$ cat src/include/sme_pkg.sv
package sme_pkg;
  localparam int CLK_NS  = 10;
  localparam int QTR_NS  = 2500;
  localparam int QTR_CYC = (QTR_NS + CLK_NS - 1) / CLK_NS;
  localparam int UPD_MS  = 40;
  localparam int UPD_CYC = UPD_MS * 1000000 / CLK_NS;

  localparam logic [7:0] OFF_EE   = 8'h00;
  localparam logic [7:0] OFF_STS  = 8'h04;
  localparam logic [7:0] OFF_AD0  = 8'h08;
  localparam logic [7:0] OFF_AD1  = 8'h0C;
  localparam logic [7:0] OFF_IN01 = 8'h10;
  localparam logic [7:0] OFF_IN2  = 8'h14;
  localparam int         EE_OP_BIT = 24;
  localparam int         AD_EN_BIT = 7;

  localparam logic [3:0] HP_DEF   = 4'h5;
  localparam logic [3:0] HP_NEG   = 4'h3;
  localparam logic [3:0] HP_LOW   = 4'hF;
  localparam logic [7:0] PG_DEF   = 8'hFF;
  localparam logic [7:0] DIR_HP   = 8'h0F;
  localparam logic [7:0] DIR_IN   = 8'hFF;
  localparam logic [7:0] DIR_OUT  = 8'h00;
  localparam logic [7:0] INV_NONE = 8'h00;

  localparam logic [7:0] CFG_HP   = 8'hFF;
  localparam logic [7:0] CFG_PG   = 8'hFD;
  localparam logic [7:0] CFG_LNK  = 8'h3F;
  localparam logic [7:0] UPD_BOTH = 8'h03;
  localparam logic [7:0] UPD_LO   = 8'h01;
  localparam logic [7:0] RD_MASK  = 8'hC0;
  localparam int         EXP_PG   = 2;
  localparam int         EXP_LNK  = 4;
  localparam logic [2:0] STEP_REG [0:7] = '{3'h2, 3'h3, 3'h4, 3'h5, 3'h6, 3'h7, 3'h0, 3'h1};
  localparam logic [4:0] SYNC_RST = 5'h1F;
endpackage

$ cat src/design/sme_top.sv
`timescale 1ns/1ns
module sme_top
#(
  parameter int         UPD_CYCLES = sme_pkg::UPD_CYC,
  parameter logic [6:0] EE_DEV     = 7'h50
)
(
  input  wire logic        clk,
  input  wire logic        sys_rst,
  input  wire logic        ce,
  input  wire logic        psel,
  input  wire logic        penable,
  input  wire logic        pwrite,
  input  wire logic [7:0]  paddr,
  input  wire logic [31:0] pwdata,
  input  wire logic [3:0]  pstrb,
  output logic [31:0]      prdata,
  output logic             pready,
  output logic             pslverr,
  input  wire logic        scl_i,
  output logic             scl_o,
  output logic             scl_oe,
  input  wire logic        sda_i,
  output logic             sda_o,
  output logic             sda_oe,
  input  wire logic        eeprom_init_done,
  input  wire logic [2:0]  ioexp_int_n,
  input  wire logic [7:0]  port_on,
  input  wire logic [7:0]  link_up,
  input  wire logic [7:0]  link_act,
  input  wire logic [3:0]  hp_slot_ctl_en,
  input  wire logic [3:0]  attention_indicator_out,
  input  wire logic [3:0]  power_indicator_out,
  input  wire logic [3:0]  slot_power_enable_out,
  input  wire logic [3:0]  interlock_control_out,
  output logic [15:0]      exp_in0,
  output logic [15:0]      exp_in1,
  output logic [7:0]       power_good
);
  import sme_pkg::*;

  typedef enum logic [1:0]
  {
    M_IDLE = 2'b00,
    M_EE   = 2'b01,
    M_IOX  = 2'b10
  } sme_ctl_type;

  localparam int UPW = $clog2(UPD_CYCLES);

  logic [4:0]     s1_r;
  logic [4:0]     s2_r;
  logic           wr_en;
  logic           ee_wr;
  logic           sts_wr;
  logic [31:0]    rd_w;
  logic           err_w;
  logic [31:0]    prdata_r;
  logic           pslverr_r;
  logic [7:0]     ee_data_r;
  logic [15:0]    ee_loc_r;
  logic           ee_op_r;
  logic           ee_busy_r;
  logic           ee_done_r;
  logic           ee_req_r;
  logic [1:0]     sts_r;
  logic [7:0]     ad_r [0:5];
  logic [5:0]     cfg_set;
  logic [UPW-1:0] upd_r;
  logic           tick;
  logic [7:0]     hpb [0:3];
  logic [15:0]    des_w [0:5];
  logic [15:0]    dir_w [0:5];
  logic [7:0]     run_w [0:5];
  logic [7:0]     cfgm_w [0:5];
  logic [7:0]     mask_w [0:5];
  logic [15:0]    shd_r [0:5];
  logic [15:0]    in_r [0:2];
  logic [5:0]     need_cfg_r;
  logic [5:0]     svc_r;
  logic [2:0]     int_pend_r;
  logic [2:0]     pick;
  logic           anyw;
  logic [5:0]     pick_oh;
  sme_ctl_type    ctl_r;
  logic           go_r;
  logic           wait_r;
  logic [2:0]     job_e_r;
  logic [7:0]     job_m_r;
  logic [2:0]     cur_r;
  logic [2:0]     step_w;
  logic [7:0]     sd_w;
  logic [7:0]     wdat_r;
  logic           ee_go;
  logic           pick_go;
  logic           ee_fin;
  logic           iox_fin;
  logic [6:0]     e_dev;
  logic [1:0]     e_nwr;
  logic           e_rd;
  logic [7:0]     e_wb0;
  logic [7:0]     e_wb1;
  logic [7:0]     e_wb2;
  logic           eng_busy;
  logic           eng_done;
  logic           eng_nak;
  logic [7:0]     eng_rdata;
  logic           scl_lo;
  logic           sda_lo;

  // pins and interrupt lines pass two flops
  always_ff @(posedge clk)
  begin
    if (sys_rst)
    begin
      s1_r <= SYNC_RST;
      s2_r <= SYNC_RST;
    end
    else if (ce)
    begin
      s1_r <= {ioexp_int_n, sda_i, scl_i};
      s2_r <= s1_r;
    end
  end

  assign wr_en  = psel & penable & pwrite;
  assign ee_wr  = wr_en & (paddr == OFF_EE);
  assign sts_wr = wr_en & (paddr == OFF_STS);
  assign pready = 1'b1;
  assign prdata = prdata_r;
  assign pslverr = pslverr_r;

  always_comb
  begin
    rd_w  = 32'h0000_0000;
    err_w = 1'b0;
    case (paddr)
      OFF_EE:   rd_w = {ee_busy_r, ee_done_r, 5'h00, ee_op_r, ee_loc_r, ee_data_r};
      OFF_STS:  rd_w = {29'h0000_0000, eeprom_init_done, sts_r};
      OFF_AD0:  rd_w = {ad_r[3], ad_r[2], ad_r[1], ad_r[0]};
      OFF_AD1:  rd_w = {16'h0000, ad_r[5], ad_r[4]};
      OFF_IN01: rd_w = {in_r[1], in_r[0]};
      OFF_IN2:  rd_w = {16'h0000, in_r[2]};
      default:  err_w = 1'b1;
    endcase
  end

  // read data is captured in the setup cycle, so no wait states
  always_ff @(posedge clk)
  begin
    if (sys_rst)
    begin
      prdata_r  <= 32'h0000_0000;
      pslverr_r <= 1'b0;
    end
    else if (ce & psel & ~penable)
    begin
      prdata_r  <= pwrite ? 32'h0000_0000 : rd_w;
      pslverr_r <= err_w;
    end
  end

  always_ff @(posedge clk)
  begin
    if (sys_rst)
    begin
      ee_data_r <= 8'h00;
      ee_loc_r  <= 16'h0000;
      ee_op_r   <= 1'b0;
      ee_busy_r <= 1'b0;
      ee_done_r <= 1'b0;
      ee_req_r  <= 1'b0;
    end
    else if (ce)
    begin
      if (ee_wr)
      begin
        if (pstrb[1])
          ee_loc_r[7:0] <= pwdata[15:8];
        if (pstrb[2])
          ee_loc_r[15:8] <= pwdata[23:16];
        if (pstrb[3])
          ee_op_r <= pwdata[EE_OP_BIT];
        if (pstrb[0] & ~ee_busy_r)
        begin
          ee_data_r <= pwdata[7:0];
          ee_busy_r <= 1'b1;
          ee_done_r <= 1'b0;
          ee_req_r  <= 1'b1;
        end
      end
      if (ee_go)
        ee_req_r <= 1'b0;
      if (ee_fin)
      begin
        ee_busy_r <= 1'b0;
        ee_done_r <= 1'b1;
        if (ee_op_r & ~eng_nak)
          ee_data_r <= eng_rdata;
      end
    end
  end

  always_ff @(posedge clk)
  begin
    if (sys_rst)
      sts_r <= 2'b00;
    else if (ce)
      sts_r <= (sts_r & ~({2{sts_wr & pstrb[0]}} & pwdata[1:0])) | {iox_fin & eng_nak, ee_fin & eng_nak};
  end

  for (genvar i = 0; i < 6; i++)
  begin : g_ad
    localparam logic [7:0] OFF = (i < 4) ? OFF_AD0 : OFF_AD1;
    assign cfg_set[i] = wr_en & (paddr == OFF) & pstrb[i % 4] & pwdata[8 * (i % 4) + AD_EN_BIT];
    always_ff @(posedge clk)
    begin
      if (sys_rst)
        ad_r[i] <= 8'h00;
      else if (ce & wr_en & (paddr == OFF) & pstrb[i % 4])
        ad_r[i] <= pwdata[8 * (i % 4) +: 8];
    end
  end

  assign tick = (upd_r == UPW'(UPD_CYCLES - 1));
  always_ff @(posedge clk)
  begin
    if (sys_rst)
      upd_r <= '0;
    else if (ce)
      upd_r <= tick ? '0 : upd_r + 1'b1;
  end

  for (genvar p = 0; p < 4; p++)
  begin : g_hp
    logic [3:0] ctl;
    assign ctl = hp_slot_ctl_en[p] ? {interlock_control_out[p], slot_power_enable_out[p],
                                      power_indicator_out[p], attention_indicator_out[p]} : HP_DEF;
    assign hpb[p] = {port_on[p + 2] ? ctl : HP_NEG, HP_LOW};
  end

  for (genvar e = 0; e < 6; e++)
  begin : g_exp
    if (e < 2)
    begin : g_hot
      assign des_w[e]  = {hpb[e + 2], hpb[e]};
      assign dir_w[e]  = {DIR_HP, DIR_HP};
      assign cfgm_w[e] = CFG_HP;
      assign run_w[e]  = ((des_w[e] != shd_r[e]) ? UPD_BOTH : 8'h00) | (int_pend_r[e] ? RD_MASK : 8'h00);
    end
    else if (e == EXP_PG)
    begin : g_pg
      assign des_w[e]  = {PG_DEF, PG_DEF};
      assign dir_w[e]  = {DIR_IN, DIR_IN};
      assign cfgm_w[e] = CFG_PG;
      assign run_w[e]  = ((des_w[e][7:0] != shd_r[e][7:0]) ? UPD_LO : 8'h00) | (int_pend_r[e] ? RD_MASK : 8'h00);
    end
    else if (e == EXP_LNK)
    begin : g_lnk
      assign des_w[e]  = {~(link_act & port_on), ~(link_up & port_on)};
      assign dir_w[e]  = {DIR_OUT, DIR_OUT};
      assign cfgm_w[e] = CFG_LNK;
      assign run_w[e]  = (des_w[e] != shd_r[e]) ? UPD_BOTH : 8'h00;
    end
    else
    begin : g_none
      assign des_w[e]  = 16'h0000;
      assign dir_w[e]  = 16'h0000;
      assign cfgm_w[e] = 8'h00;
      assign run_w[e]  = 8'h00;
    end
    assign mask_w[e] = ~ad_r[e][AD_EN_BIT] ? 8'h00 : need_cfg_r[e] ? cfgm_w[e] : svc_r[e] ? run_w[e] : 8'h00;
  end

  always_comb
  begin
    pick = 3'd0;
    anyw = 1'b0;
    for (int i = 5; i >= 0; i--)
    begin
      if (mask_w[i] != 8'h00)
      begin
        pick = 3'(i);
        anyw = 1'b1;
      end
    end
  end

  always_comb
  begin
    step_w = 3'd0;
    for (int i = 7; i >= 0; i--)
    begin
      if (job_m_r[i])
        step_w = 3'(i);
    end
  end

  always_comb
  begin
    unique case (step_w)
      3'd0: sd_w = des_w[job_e_r][7:0];
      3'd1: sd_w = des_w[job_e_r][15:8];
      3'd4: sd_w = dir_w[job_e_r][7:0];
      3'd5: sd_w = dir_w[job_e_r][15:8];
      default: sd_w = INV_NONE;
    endcase
  end

  // bus held until power-on load is done
  assign ee_go   = (ctl_r == M_IDLE) & eeprom_init_done & ~eng_busy & ee_req_r;
  assign pick_go = (ctl_r == M_IDLE) & eeprom_init_done & ~eng_busy & ~ee_req_r & anyw;
  assign pick_oh = pick_go ? 6'(6'b000001 << pick) : 6'b000000;
  assign ee_fin  = (ctl_r == M_EE) & eng_done;
  assign iox_fin = (ctl_r == M_IOX) & wait_r & eng_done;

  // pending flags: a new event beats the clear
  always_ff @(posedge clk)
  begin
    if (sys_rst)
    begin
      need_cfg_r <= 6'b000000;
      svc_r      <= 6'b000000;
      int_pend_r <= 3'b000;
    end
    else if (ce)
    begin
      need_cfg_r <= (need_cfg_r & ~pick_oh) | cfg_set;
      svc_r      <= (svc_r & ~pick_oh) | {6{tick}};
      int_pend_r <= (int_pend_r & ~pick_oh[2:0]) | ~s2_r[4:2];
    end
  end

  always_ff @(posedge clk)
  begin
    if (sys_rst)
    begin
      ctl_r   <= M_IDLE;
      go_r    <= 1'b0;
      wait_r  <= 1'b0;
      job_e_r <= 3'd0;
      job_m_r <= 8'h00;
      cur_r   <= 3'd0;
      wdat_r  <= 8'h00;
    end
    else if (ce)
    begin
      go_r <= 1'b0;
      unique case (ctl_r)
        M_IDLE:
        begin
          if (ee_go)
          begin
            ctl_r <= M_EE;
            go_r  <= 1'b1;
          end
          else if (pick_go)
          begin
            ctl_r   <= M_IOX;
            job_e_r <= pick;
            job_m_r <= mask_w[pick];
            wait_r  <= 1'b0;
          end
        end
        M_EE:
          if (eng_done)
            ctl_r <= M_IDLE;
        M_IOX:
        begin
          if (!wait_r)
          begin
            if (job_m_r == 8'h00)
              ctl_r <= M_IDLE;
            else
            begin
              cur_r  <= step_w;
              wdat_r <= sd_w;
              go_r   <= 1'b1;
              wait_r <= 1'b1;
            end
          end
          else if (eng_done)
          begin
            wait_r  <= 1'b0;
            job_m_r <= eng_nak ? 8'h00 : (job_m_r & ~(8'h01 << cur_r));
          end
        end
        default: ctl_r <= M_IDLE;
      endcase
    end
  end

  always_ff @(posedge clk)
  begin
    if (sys_rst)
    begin
      shd_r <= '{6{16'h0000}};
      in_r  <= '{3{16'h0000}};
    end
    else if (ce & iox_fin & ~eng_nak)
    begin
      if (cur_r[2:1] == 2'b00)
        shd_r[job_e_r][8 * cur_r[0] +: 8] <= wdat_r;
      if ((cur_r[2:1] == 2'b11) & (job_e_r < 3'd3))
        in_r[job_e_r[1:0]][8 * cur_r[0] +: 8] <= eng_rdata;
    end
  end

  always_comb
  begin
    if (ctl_r == M_EE)
    begin
      e_dev = EE_DEV;
      e_rd  = ee_op_r;
      e_nwr = ee_op_r ? 2'd2 : 2'd3;
      e_wb0 = ee_loc_r[15:8];
      e_wb1 = ee_loc_r[7:0];
      e_wb2 = ee_data_r;
    end
    else
    begin
      // command byte is the register index
      e_dev = ad_r[job_e_r][6:0];
      e_rd  = (cur_r[2:1] == 2'b11);
      e_nwr = e_rd ? 2'd1 : 2'd2;
      e_wb0 = {5'b00000, STEP_REG[cur_r]};
      e_wb1 = wdat_r;
      e_wb2 = 8'h00;
    end
  end

  sme_smb_engine sme_smb_engine_i
  (
    .clk     (clk),
    .sys_rst (sys_rst),
    .ce      (ce),
    .scl_s   (s2_r[0]),
    .sda_s   (s2_r[1]),
    .go      (go_r),
    .rd      (e_rd),
    .dev     (e_dev),
    .nwr     (e_nwr),
    .wb0     (e_wb0),
    .wb1     (e_wb1),
    .wb2     (e_wb2),
    .busy    (eng_busy),
    .done    (eng_done),
    .nak     (eng_nak),
    .rdata   (eng_rdata),
    .scl_lo  (scl_lo),
    .sda_lo  (sda_lo)
  );

  assign scl_o      = 1'b0;
  assign sda_o      = 1'b0;
  assign scl_oe     = scl_lo;
  assign sda_oe     = sda_lo;
  assign exp_in0    = in_r[0];
  assign exp_in1    = in_r[1];
  assign power_good = in_r[2][15:8];
endmodule

$ cat src/design/sme_smb_engine.sv
`timescale 1ns/1ns
module sme_smb_engine
(
  input  wire logic       clk,
  input  wire logic       sys_rst,
  input  wire logic       ce,
  input  wire logic       scl_s,
  input  wire logic       sda_s,
  input  wire logic       go,
  input  wire logic       rd,
  input  wire logic [6:0] dev,
  input  wire logic [1:0] nwr,
  input  wire logic [7:0] wb0,
  input  wire logic [7:0] wb1,
  input  wire logic [7:0] wb2,
  output logic            busy,
  output logic            done,
  output logic            nak,
  output logic [7:0]      rdata,
  output logic            scl_lo,
  output logic            sda_lo
);
  import sme_pkg::*;

  typedef enum logic [2:0]
  {
    E_IDLE  = 3'b000,
    E_START = 3'b001,
    E_TX    = 3'b010,
    E_RX    = 3'b011,
    E_STOP  = 3'b100
  } sme_eng_type;

  localparam int QW = $clog2(QTR_CYC);

  sme_eng_type   st_r;
  logic [QW-1:0] qc_r;
  logic [1:0]    q_r;
  logic [3:0]    bit_r;
  logic [1:0]    bn_r;
  logic          rph_r;
  logic [7:0]    sh_r;
  logic [6:0]    dev_r;
  logic [1:0]    nwr_r;
  logic          rd_r;
  logic [7:0]    wb_r [0:2];
  logic          qend;
  logic          qt;

  assign qend = (qc_r == QW'(QTR_CYC - 1));
  // sample quarter waits while a target stretches the clock
  assign qt = ce & qend & ~((q_r == 2'd2) & ~scl_s);
  assign busy = (st_r != E_IDLE);

  always_ff @(posedge clk)
  begin
    if (sys_rst)
      qc_r <= '0;
    else if (ce)
    begin
      if ((st_r == E_IDLE) | qt)
        qc_r <= '0;
      else if (!qend)
        qc_r <= qc_r + 1'b1;
    end
  end

  always_ff @(posedge clk)
  begin
    if (sys_rst)
    begin
      st_r   <= E_IDLE;
      q_r    <= 2'd0;
      bit_r  <= 4'd0;
      bn_r   <= 2'd0;
      rph_r  <= 1'b0;
      sh_r   <= 8'h00;
      dev_r  <= 7'h00;
      nwr_r  <= 2'd0;
      rd_r   <= 1'b0;
      wb_r   <= '{8'h00, 8'h00, 8'h00};
      scl_lo <= 1'b0;
      sda_lo <= 1'b0;
      done   <= 1'b0;
      nak    <= 1'b0;
      rdata  <= 8'h00;
    end
    else if (ce)
    begin
      done <= 1'b0;
      if (st_r == E_IDLE)
      begin
        q_r <= 2'd0;
        if (go)
        begin
          dev_r <= dev;
          nwr_r <= nwr;
          rd_r  <= rd;
          wb_r  <= '{wb0, wb1, wb2};
          bn_r  <= 2'd0;
          rph_r <= 1'b0;
          nak   <= 1'b0;
          st_r  <= E_START;
        end
      end
      else if (qt)
      begin
        q_r <= q_r + 1'b1;
        unique case (st_r)
          E_START:
            unique case (q_r)
              2'd0: sda_lo <= 1'b0;
              2'd1: scl_lo <= 1'b0;
              2'd2: sda_lo <= 1'b1;
              2'd3:
              begin
                scl_lo <= 1'b1;
                sh_r   <= {dev_r, rph_r};
                bit_r  <= 4'd0;
                st_r   <= E_TX;
              end
            endcase
          E_TX, E_RX:
            unique case (q_r)
              2'd0: sda_lo <= (st_r == E_TX) & (bit_r != 4'd8) & ~sh_r[7];
              2'd1: scl_lo <= 1'b0;
              2'd2:
              begin
                if (bit_r != 4'd8)
                  sh_r <= {sh_r[6:0], sda_s};
                else if ((st_r == E_TX) & sda_s)
                  nak <= 1'b1;
              end
              2'd3:
              begin
                scl_lo <= 1'b1;
                if (bit_r != 4'd8)
                  bit_r <= bit_r + 1'b1;
                else
                begin
                  bit_r <= 4'd0;
                  if (st_r == E_RX)
                  begin
                    rdata <= sh_r;
                    st_r  <= E_STOP;
                  end
                  else if (nak)
                    st_r <= E_STOP;
                  else if (rph_r)
                    st_r <= E_RX;
                  else if (bn_r != nwr_r)
                  begin
                    sh_r <= wb_r[bn_r];
                    bn_r <= bn_r + 1'b1;
                  end
                  else if (rd_r)
                  begin
                    rph_r <= 1'b1;
                    st_r  <= E_START;
                  end
                  else
                    st_r <= E_STOP;
                end
              end
            endcase
          E_STOP:
            unique case (q_r)
              2'd0: sda_lo <= 1'b1;
              2'd1: scl_lo <= 1'b0;
              2'd2: sda_lo <= 1'b0;
              2'd3:
              begin
                st_r <= E_IDLE;
                done <= 1'b1;
              end
            endcase
          default: st_r <= E_IDLE;
        endcase
      end
    end
  end
endmodule

$ cat config.mk
export PLATFORM = sky130hd
export DESIGN_NAME = sme_top
export DESIGN_NICKNAME = d
export VERILOG_FILES = /design/src/include/sme_pkg.sv /design/src/design/sme_top.sv /design/src/design/sme_smb_engine.sv
export SDC_FILE = /design/constraint.sdc
export NUM_CORES = 1
export LEC_CHECK = 0
export BUFFER_PORTS_ARGS = -buffer_cell sky130_fd_sc_hd__buf_2
export CORE_ASPECT_RATIO = 1.5
export CORE_MARGIN = 2
export CORE_UTILIZATION = 40
export DETAILED_ROUTE_END_ITERATION = 6
export GPL_ROUTABILITY_DRIVEN = 0
export GPL_TIMING_DRIVEN = 0
export MAX_ROUTING_LAYER = met4
export RECOVER_POWER = 100
export SETUP_SLACK_MARGIN = 0.05
export SLEW_MARGIN = 20
export SYNTH_ARGS = -nofsm -noshare
export SYNTH_HDL_FRONTEND = slang
export SYNTH_SLANG_ARGS = --single-unit
$ cat constraint.sdc
create_clock -name clk -period 4 [get_ports clk]
set_clock_uncertainty 0.1 [all_clocks]
set_input_delay 0.8 -clock clk [delete_from_list [all_inputs] [get_ports clk]]
set_output_delay 0.8 -clock clk [all_outputs]
set_load 0.02 [all_outputs]
Yosys cells after proc, flatten, opt, wreduce, memory -nomap -nowiden

Memory sizes are Yosys's and may differ from the RTL's. A register that Yosys moved wholly into a read port is not among the register bits.
Index checks and enable logic that the tools add are counted.

Bits in registers: 354
Bits in latches: 0
RAM bits: 48
Bits in read-only memories: 152
Word-level logic and storage cells: 488
Memories kept: 3

Add/sub/neg operators: 6
$mul: 0
Div/mod/pow operators: 0
Magnitude comparators: 8
Equal/unequal tests: 59
Shift-type cells: 5
Mux-type cells: 204
Bitwise gates (word level): 98
Reduce and logical (&&, ||, !) cells: 55

Memory list:

| memory          | words | bits a word | read ports | clocked after memory_dff | write ports | line           | text |
|---|---|---|---|---|---|---|---|
| (no name shown) | 8     | 16          | 1          | 0                        | 0           | sme_top.sv:305 | `3'd5: sd_w = dir_w[job_e_r][15:8];` |
| ad_r            | 6     | 8           | 7          | 1                        | 6           | sme_top.sv:67  | `logic [7:0] ad_r [0:5];` |
| (no name shown) | 8     | 3           | 1          | 0                        | 0           | sme_top.sv:426 | `e_wb0 = {5'b00000, STEP_REG[cur_r]};` |

Operator list:

| operator                                                                 | count |
|---|---|
| 8-bit two-way mux                                                        | 43 |
| 32-bit case mux with 6 select lines                                      | 1 |
| 96-bit bitwise mux                                                       | 1 |
| 16-bit two-way mux                                                       | 6 |
| 3-bit two-way mux                                                        | 28 |
| 8-bit by 34-bit indexed part select with 16-bit output                   | 2 |
| 1-bit two-way mux                                                        | 65 |
| 1-bit AND                                                                | 51 |
| 16-bit binary-select mux with 3-bit select                               | 1 |
| 48-bit bitwise mux                                                       | 1 |
| 16-bit demux with 3-bit select                                           | 1 |
| 16-bit inequality test                                                   | 3 |
| 8-bit case mux with 2 select lines                                       | 3 |
| 2-bit two-way mux                                                        | 23 |
| 4-bit two-way mux                                                        | 11 |
| 4-bit negator with 34-bit output                                         | 1 |
| 8-bit by 34-bit variable shift with 16-bit output (first input constant) | 1 |
| 16-bit demux with 2-bit select                                           | 1 |
| 32-bit two-way mux                                                       | 1 |
| 8-bit case mux with 4 select lines                                       | 1 |
| 8-bit nonzero test                                                       | 4 |
| 2-bit nonzero test                                                       | 13 |
| 8-bit AND                                                                | 3 |
| 8-bit binary-select mux with 3-bit select                                | 1 |
| other kinds (72)                                                         | 169 |

Logic depth before layout (Yosys ltp)

Depth in word-level cells: 19
Mapped depth: 11
Gate-level depth less buffers: 10

By module

From an unflattened synthesis, not the netlist that was laid out.

Cells, all modules: 2078
Area total of the unflattened synthesis: 17646.9 µm²

By module, submodules not included:

| module         | instances | cells an instance | area each (µm²) | sequential area each (µm²) |
|---|---|---|---|---|
| sme_top        | 1         | 1623              | 14007.2         | 6226.0 |
| sme_smb_engine | 1         | 455               | 3639.7          | 1481.4 |

Worst setup path before layout

Ideal clock, no wire load.

Kind: input to register
From: in port_on[5]
To: reg job_m_r[2]
Library setup time: 0.143 ns
Data arrival time: 3.179 ns
Data required time: 3.757 ns
Setup slack: 0.578 ns
Stages: 10
Cells stage by stage: buf_6 nand3_2 a211o_1 or4b_1 or3_1 o221a_4 or3_1 clkbuf_1 o21ai_1 o32ai_1

Longest elaborated chain between the ends: 19

RTL lines:

| item                                                  | line           | text |
|---|---|---|
| start, declared                                       | sme_top.sv:28  | `input wire logic [7:0] port_on,` |
| 8-bit AND                                             | sme_top.sv:260 | `assign des_w[e] = {~(link_act & port_on), ~(link_up & port_on)};` |
| 8-bit NOT                                             | sme_top.sv:260 |  |
| 16-bit inequality test                                | sme_top.sv:263 | `assign run_w[e] = (des_w[e] != shd_r[e]) ? UPD_BOTH : 8'h00;` |
| 2-bit two-way mux                                     | sme_top.sv:263 |  |
| 2-bit two-way mux                                     | sme_top.sv:272 | `assign mask_w[e] = ~ad_r[e][AD_EN_BIT] ? 8'h00 : need_cfg_r[e] ? cfgm_w[e] : svc_r[e] ? run_w[e] : 8'h00;` |
| 6-bit two-way mux (2 in series)                       | sme_top.sv:272 |  |
| 8-bit nonzero test                                    | sme_top.sv:281 | `if (mask_w[i] != 8'h00)` |
| 3-bit two-way mux (4 in series)                       | sme_top.sv:281 |  |
| 3-bit NOT with 4-bit output (not written as such)     | sme_top.sv:361 | `job_m_r <= mask_w[pick];` |
| 8-bit binary-select mux with 3-bit select             | sme_top.sv:361 |  |
| 8-bit two-way mux (not written as such) (2 in series) | sme_top.sv:361 |  |
| 8-bit two-way mux                                     | sme_top.sv:357 | `else if (pick_go)` |
| 8-bit two-way mux                                     | sme_top.sv:352 | `if (ee_go)` |
| 8-bit case mux with 2 select lines                    | sme_top.sv:349 | `unique case (ctl_r)` |
| end signal, assigned                                  | sme_top.sv:361 |  |
| end signal, assigned                                  | sme_top.sv:385 | `job_m_r <= eng_nak ? 8'h00 : (job_m_r & ~(8'h01 << cur_r));` |
| end, declared                                         | sme_top.sv:89  | `logic [7:0] job_m_r;` |

Parallel ways exist; a longest one is shown, timed or not. The select of a mux whose other input is x is not followed.
A chain may end at the register's enable or synchronous reset.

Worst setup path after layout

From: in paddr[1]
To: reg ee_loc_r[15]

Longest elaborated chain between the ends: 3

RTL lines:

| item                                 | line           | text |
|---|---|---|
| start, declared                      | sme_top.sv:14  | `input wire logic [7:0] paddr,` |
| 8-bit zero test                      | sme_top.sv:127 | `assign ee_wr = wr_en & (paddr == OFF_EE);` |
| 1-bit AND                            | sme_top.sv:127 |  |
| 3-bit AND reduction (no source line) | n/a            |  |
| end signal, assigned                 | sme_top.sv:181 | `ee_loc_r[15:8] <= pwdata[23:16];` |
| end, declared                        | sme_top.sv:61  | `logic [15:0] ee_loc_r;` |

Every way passes these cells.

==> results.tsv <==
metric	value	unit
H-tree levels	2	
clk buf depth	3	
P&R area growth vs syn	15.6	%
Synth top area share	36.1	%
worst r2r path cells	9	
area of the die	45100	sq um
total CTS buffers	37	
# nets final	2326	
Die Ht	259	um
GRT Total Usage	27.6	%
final core utilization	46.8	%
hold path startpoint	sme_smb_engine_i.wb_r[19]$_SDFFE_PP0P_	
vias in the first global route	15924	
number of routed nets with antenna violations	0	
final hold vios	0	
CTS tree	yes	
CP startpoint kind	input pin	
average via count per standard cell	5.69	
post-synthesis adder-cell area fraction	0.793	%
top cells by area, synth	dfxtp_1, mux2i_1, edfxtp_1	
final number of max-transition violations	0	
FFs w/ async S/R, synth	0	%
multiplexer share of the synthesized area	10.7	%
row cnt	93	
CTS root buf	clkbuf_16	
number of DRC markers in iteration 0	1276	
largest family of logic cells by synthesized area	simple AND/OR/NAND/NOR gates	
CP endpoint kind	flip-flop	
flop2flop setup slack	0.62	ns
type of the worst min-delay path	reg2reg	
layout cells sized above 1	9.76	%
largest area contributor in the netlist	dfxtp_1	
hold path cells	2	
Starting Density	40.4	%
post-route clock period utilization	91.5	%
worst slew pin tran	1.33	ns
Core Area	42900	sq um
setup violators final	0	
max_cap viols	0	
Seq/Total Area, Yosys	44.4	%
Syn Area/Cell	8.65	sq um
CP max FO	10	
Tmin final	3.66	ns
# resized after CTS	0	
worst r2r dst	in_r[0]$_SDFFE_PP0P_	
Post-CTS Setup Inserts	0	
hold_buf cts	0	
final total power	0.00772	W
YS warnings	0	
largest net degree at the start of global routing	16	
worst r2r src	ctl_r[1]$_SDFFE_PP0P_	
dpl hpwl	46700	um
synth unique cells	72	
Die Wd	174	um
Mapped Area	17400	sq um
Synth Area in XOR/XNOR	1.92	%
Clock transition at path regs	0.06	ns
compound-cell area share of the yosys netlist	15.6	%
placed cell area	18900	sq um
routed len/inst	21.8	um
Synth Area in Simple Gates	21.1	%
CP required	4.30	ns
Clk Latency, worst-skew pair	0.56	ns
Final Non-Filler Cells	2814	
# placed instances	2746	
pwr/cell area	385	nW/um^2
crit path kind	in2reg	
Post-synth EDFFs	48	
Residual DRC	4	
CP arrival	3.96	ns
Initial DRT Pass Iterations	7	
# IOs	178	
synthesized flop and latch total	361	
status	complete, but fails checks	
Synth Flop Type	dfxtp_1	
Detailed Route WL	61200	um
first-pass GRT wire length	93500	um
failing checks	design-rule violations	
unrepaired setup endpoints after global routing	no	
via count	16008	
initial antenna violation count	1	
Max Clk Rate	273	MHz
Hold Path End	sme_smb_engine_i.wb_r[19]$_SDFFE_PP0P_	
Leak Pwr	7.09	nW
Syn Inst Count	2008	
clk sinks	361	
final instance area	20100	sq um
grt ovf	0	
port buffer count	167	
Worst slew margin	10.5	%
VDD IR max	262	uV
-- cell usage in the layout (no fill, tap or decap), types with 7 or more instances in the layout --
| cell type | n |
|---|---|
| and3_1 | 14 |
| or2_2 | 7 |
| clkbuf_16 | 39 |
| a22oi_1 | 28 |
| xor2_1 | 28 |
| a211oi_1 | 20 |
| mux2i_1 | 166 |
| a221oi_1 | 16 |
| o221ai_1 | 16 |
| nor2_1 | 333 |
| nand4_1 | 26 |
| ha_1 | 11 |
| and2_0 | 42 |
| a222oi_1 | 11 |
| o21a_1 | 8 |
| and2_1 | 14 |
| o31ai_1 | 8 |
| o211ai_1 | 7 |
| nor3_1 | 37 |
| nor2b_1 | 9 |
| a31oi_1 | 12 |
| buf_4 | 43 |
| edfxtp_1 | 48 |
| a21oi_1 | 161 |
| dfxtp_1 | 313 |
| mux4_2 | 7 |
| inv_1 | 35 |
| xnor2_1 | 10 |
| a311oi_1 | 14 |
| o32ai_1 | 9 |
| or3_1 | 17 |
| o21ai_0 | 69 |
| nand2b_1 | 13 |
| nor4_1 | 15 |
| buf_1 | 11 |
| buf_2 | 92 |
| nand2_1 | 190 |
| clkbuf_1 | 196 |
| nand3_1 | 48 |
-- report_power, final --
part	total [W]	internal (W)	switching, W
registers	0.00373	0.00370	0.0000307
logic	0.000345	0.000104	0.000241
clock network	0.00365	0.00210	0.00154
total	0.00772	0.00591	0.00181
-- kinds of logic after synthesis --
| family | Yosys count |
|---|---|
| compound gates | 417 |
| xor+xnor | 38 |
| fa+ha+maj | 11 |
| buf+inv | 204 |
| flops | 361 |
| mux | 176 |
| other cells | 2 |
| simple gates | 799 |
-- state kept, by name, summed over array words and instances, names as in the netlist, 8 cells and up, named ones only --
signal and count:
in_r 8, sme_smb_engine_i.sh_r 8, sme_smb_engine_i.wb_r 24, ee_loc_r 16, prdata 32, wdat_r 8
exp_in1 16, ad_r 48, shd_r 56, sme_smb_engine_i.qc_r 8, exp_in0 16, power_good 8
upd_r 22, job_m_r 8, ee_data_r 8, sme_smb_engine_i.rdata 8
-- layout make-up --
cell class / instances / area (sq um)
repair buffers: 167 / 742
clock buffers: 50 / 1040
fillers: 4286 / 22900
well taps: 570 / 713
flip-flops and latches: 361 / 7710
plain buffers: 168 / 807
multi-input cells: 1444 / 8710
clock inverters: 17 / 223
diodes: 1 / 2.50
inverters: 36 / 135
-- synth_stat cells, types with 8 or more instances --
cell and number:
o32ai_1 9, a22oi_1 28, or3_1 17, dfxtp_1 313, a311oi_1 14, edfxtp_1 48, and2_1 56, nand2_1 190
a221oi_1 16, nand2b_1 13, o221ai_1 16, nor2_1 333, inv_1 35, buf_1 15, nor2b_1 9, clkbuf_1 108
a31oi_1 12, a222oi_1 11, nand4_1 26, and3_1 14, ha_1 11, nor3_1 37, xor2_1 28, o21a_1 8
a21oi_1 161, buf_4 43, o31ai_1 8, o21ai_0 69, mux2i_1 166, a211oi_1 20, xnor2_1 10, nor4_1 15
nand3_1 48
-- through the flow --
step                      hold WS [ns]  TNS (ns)  worst slack (ns)
after floorplan                  0.331         0             0.578
after global placement           0.339    -0.867            -0.119
after detailed placement         0.349     -1.29            -0.142
after CTS                        0.351         0             0.436
after global routing             0.370         0             0.211
final                            0.357         0             0.342
-- layer usage --
metal / part of all wire [%] / track usage [%] / up-vias / wire length [um]
met5: 0 / - / - / 0
met3: 5.1 / 2.97 / 216 / 3150
met4: 7.3 / 17.7 / 0 / 4480
met2: 49 / 48.1 / 639 / 30200
li1: - / - / 7524 / -
met1: 38 / 29.9 / 7629 / 23400
-- worst max path at each step --
stage / slack, ns / startpoint / to
after CTS: 0.44 / paddr[1] / ee_loc_r[9]$_SDFFE_PP0P_
after global routing: 0.21 / paddr[1] / ee_loc_r[14]$_SDFFE_PP0P_
after detailed placement: -0.14 / paddr[1] / ee_loc_r[15]$_SDFFE_PP0P_
after floorplan: 0.58 / port_on[5] / job_m_r[2]$_SDFFE_PP0P_
after global placement: -0.12 / paddr[1] / ee_loc_r[8]$_SDFFE_PP0P_
final: 0.34 / paddr[1] / ee_loc_r[15]$_SDFFE_PP0P_
-- critical path, cell delays in order --
cell	delay, ns
buf_2	0.10
nor3_1	0.25
nand2_1	0.14
or2_2	0.35
nor3_1	0.47
clkbuf_1	0.53
clkbuf_1	0.65
nand3_1	0.43
nand2_1	0.17
a21oi_1	0.07
Power figures use the tool's default switching activity.
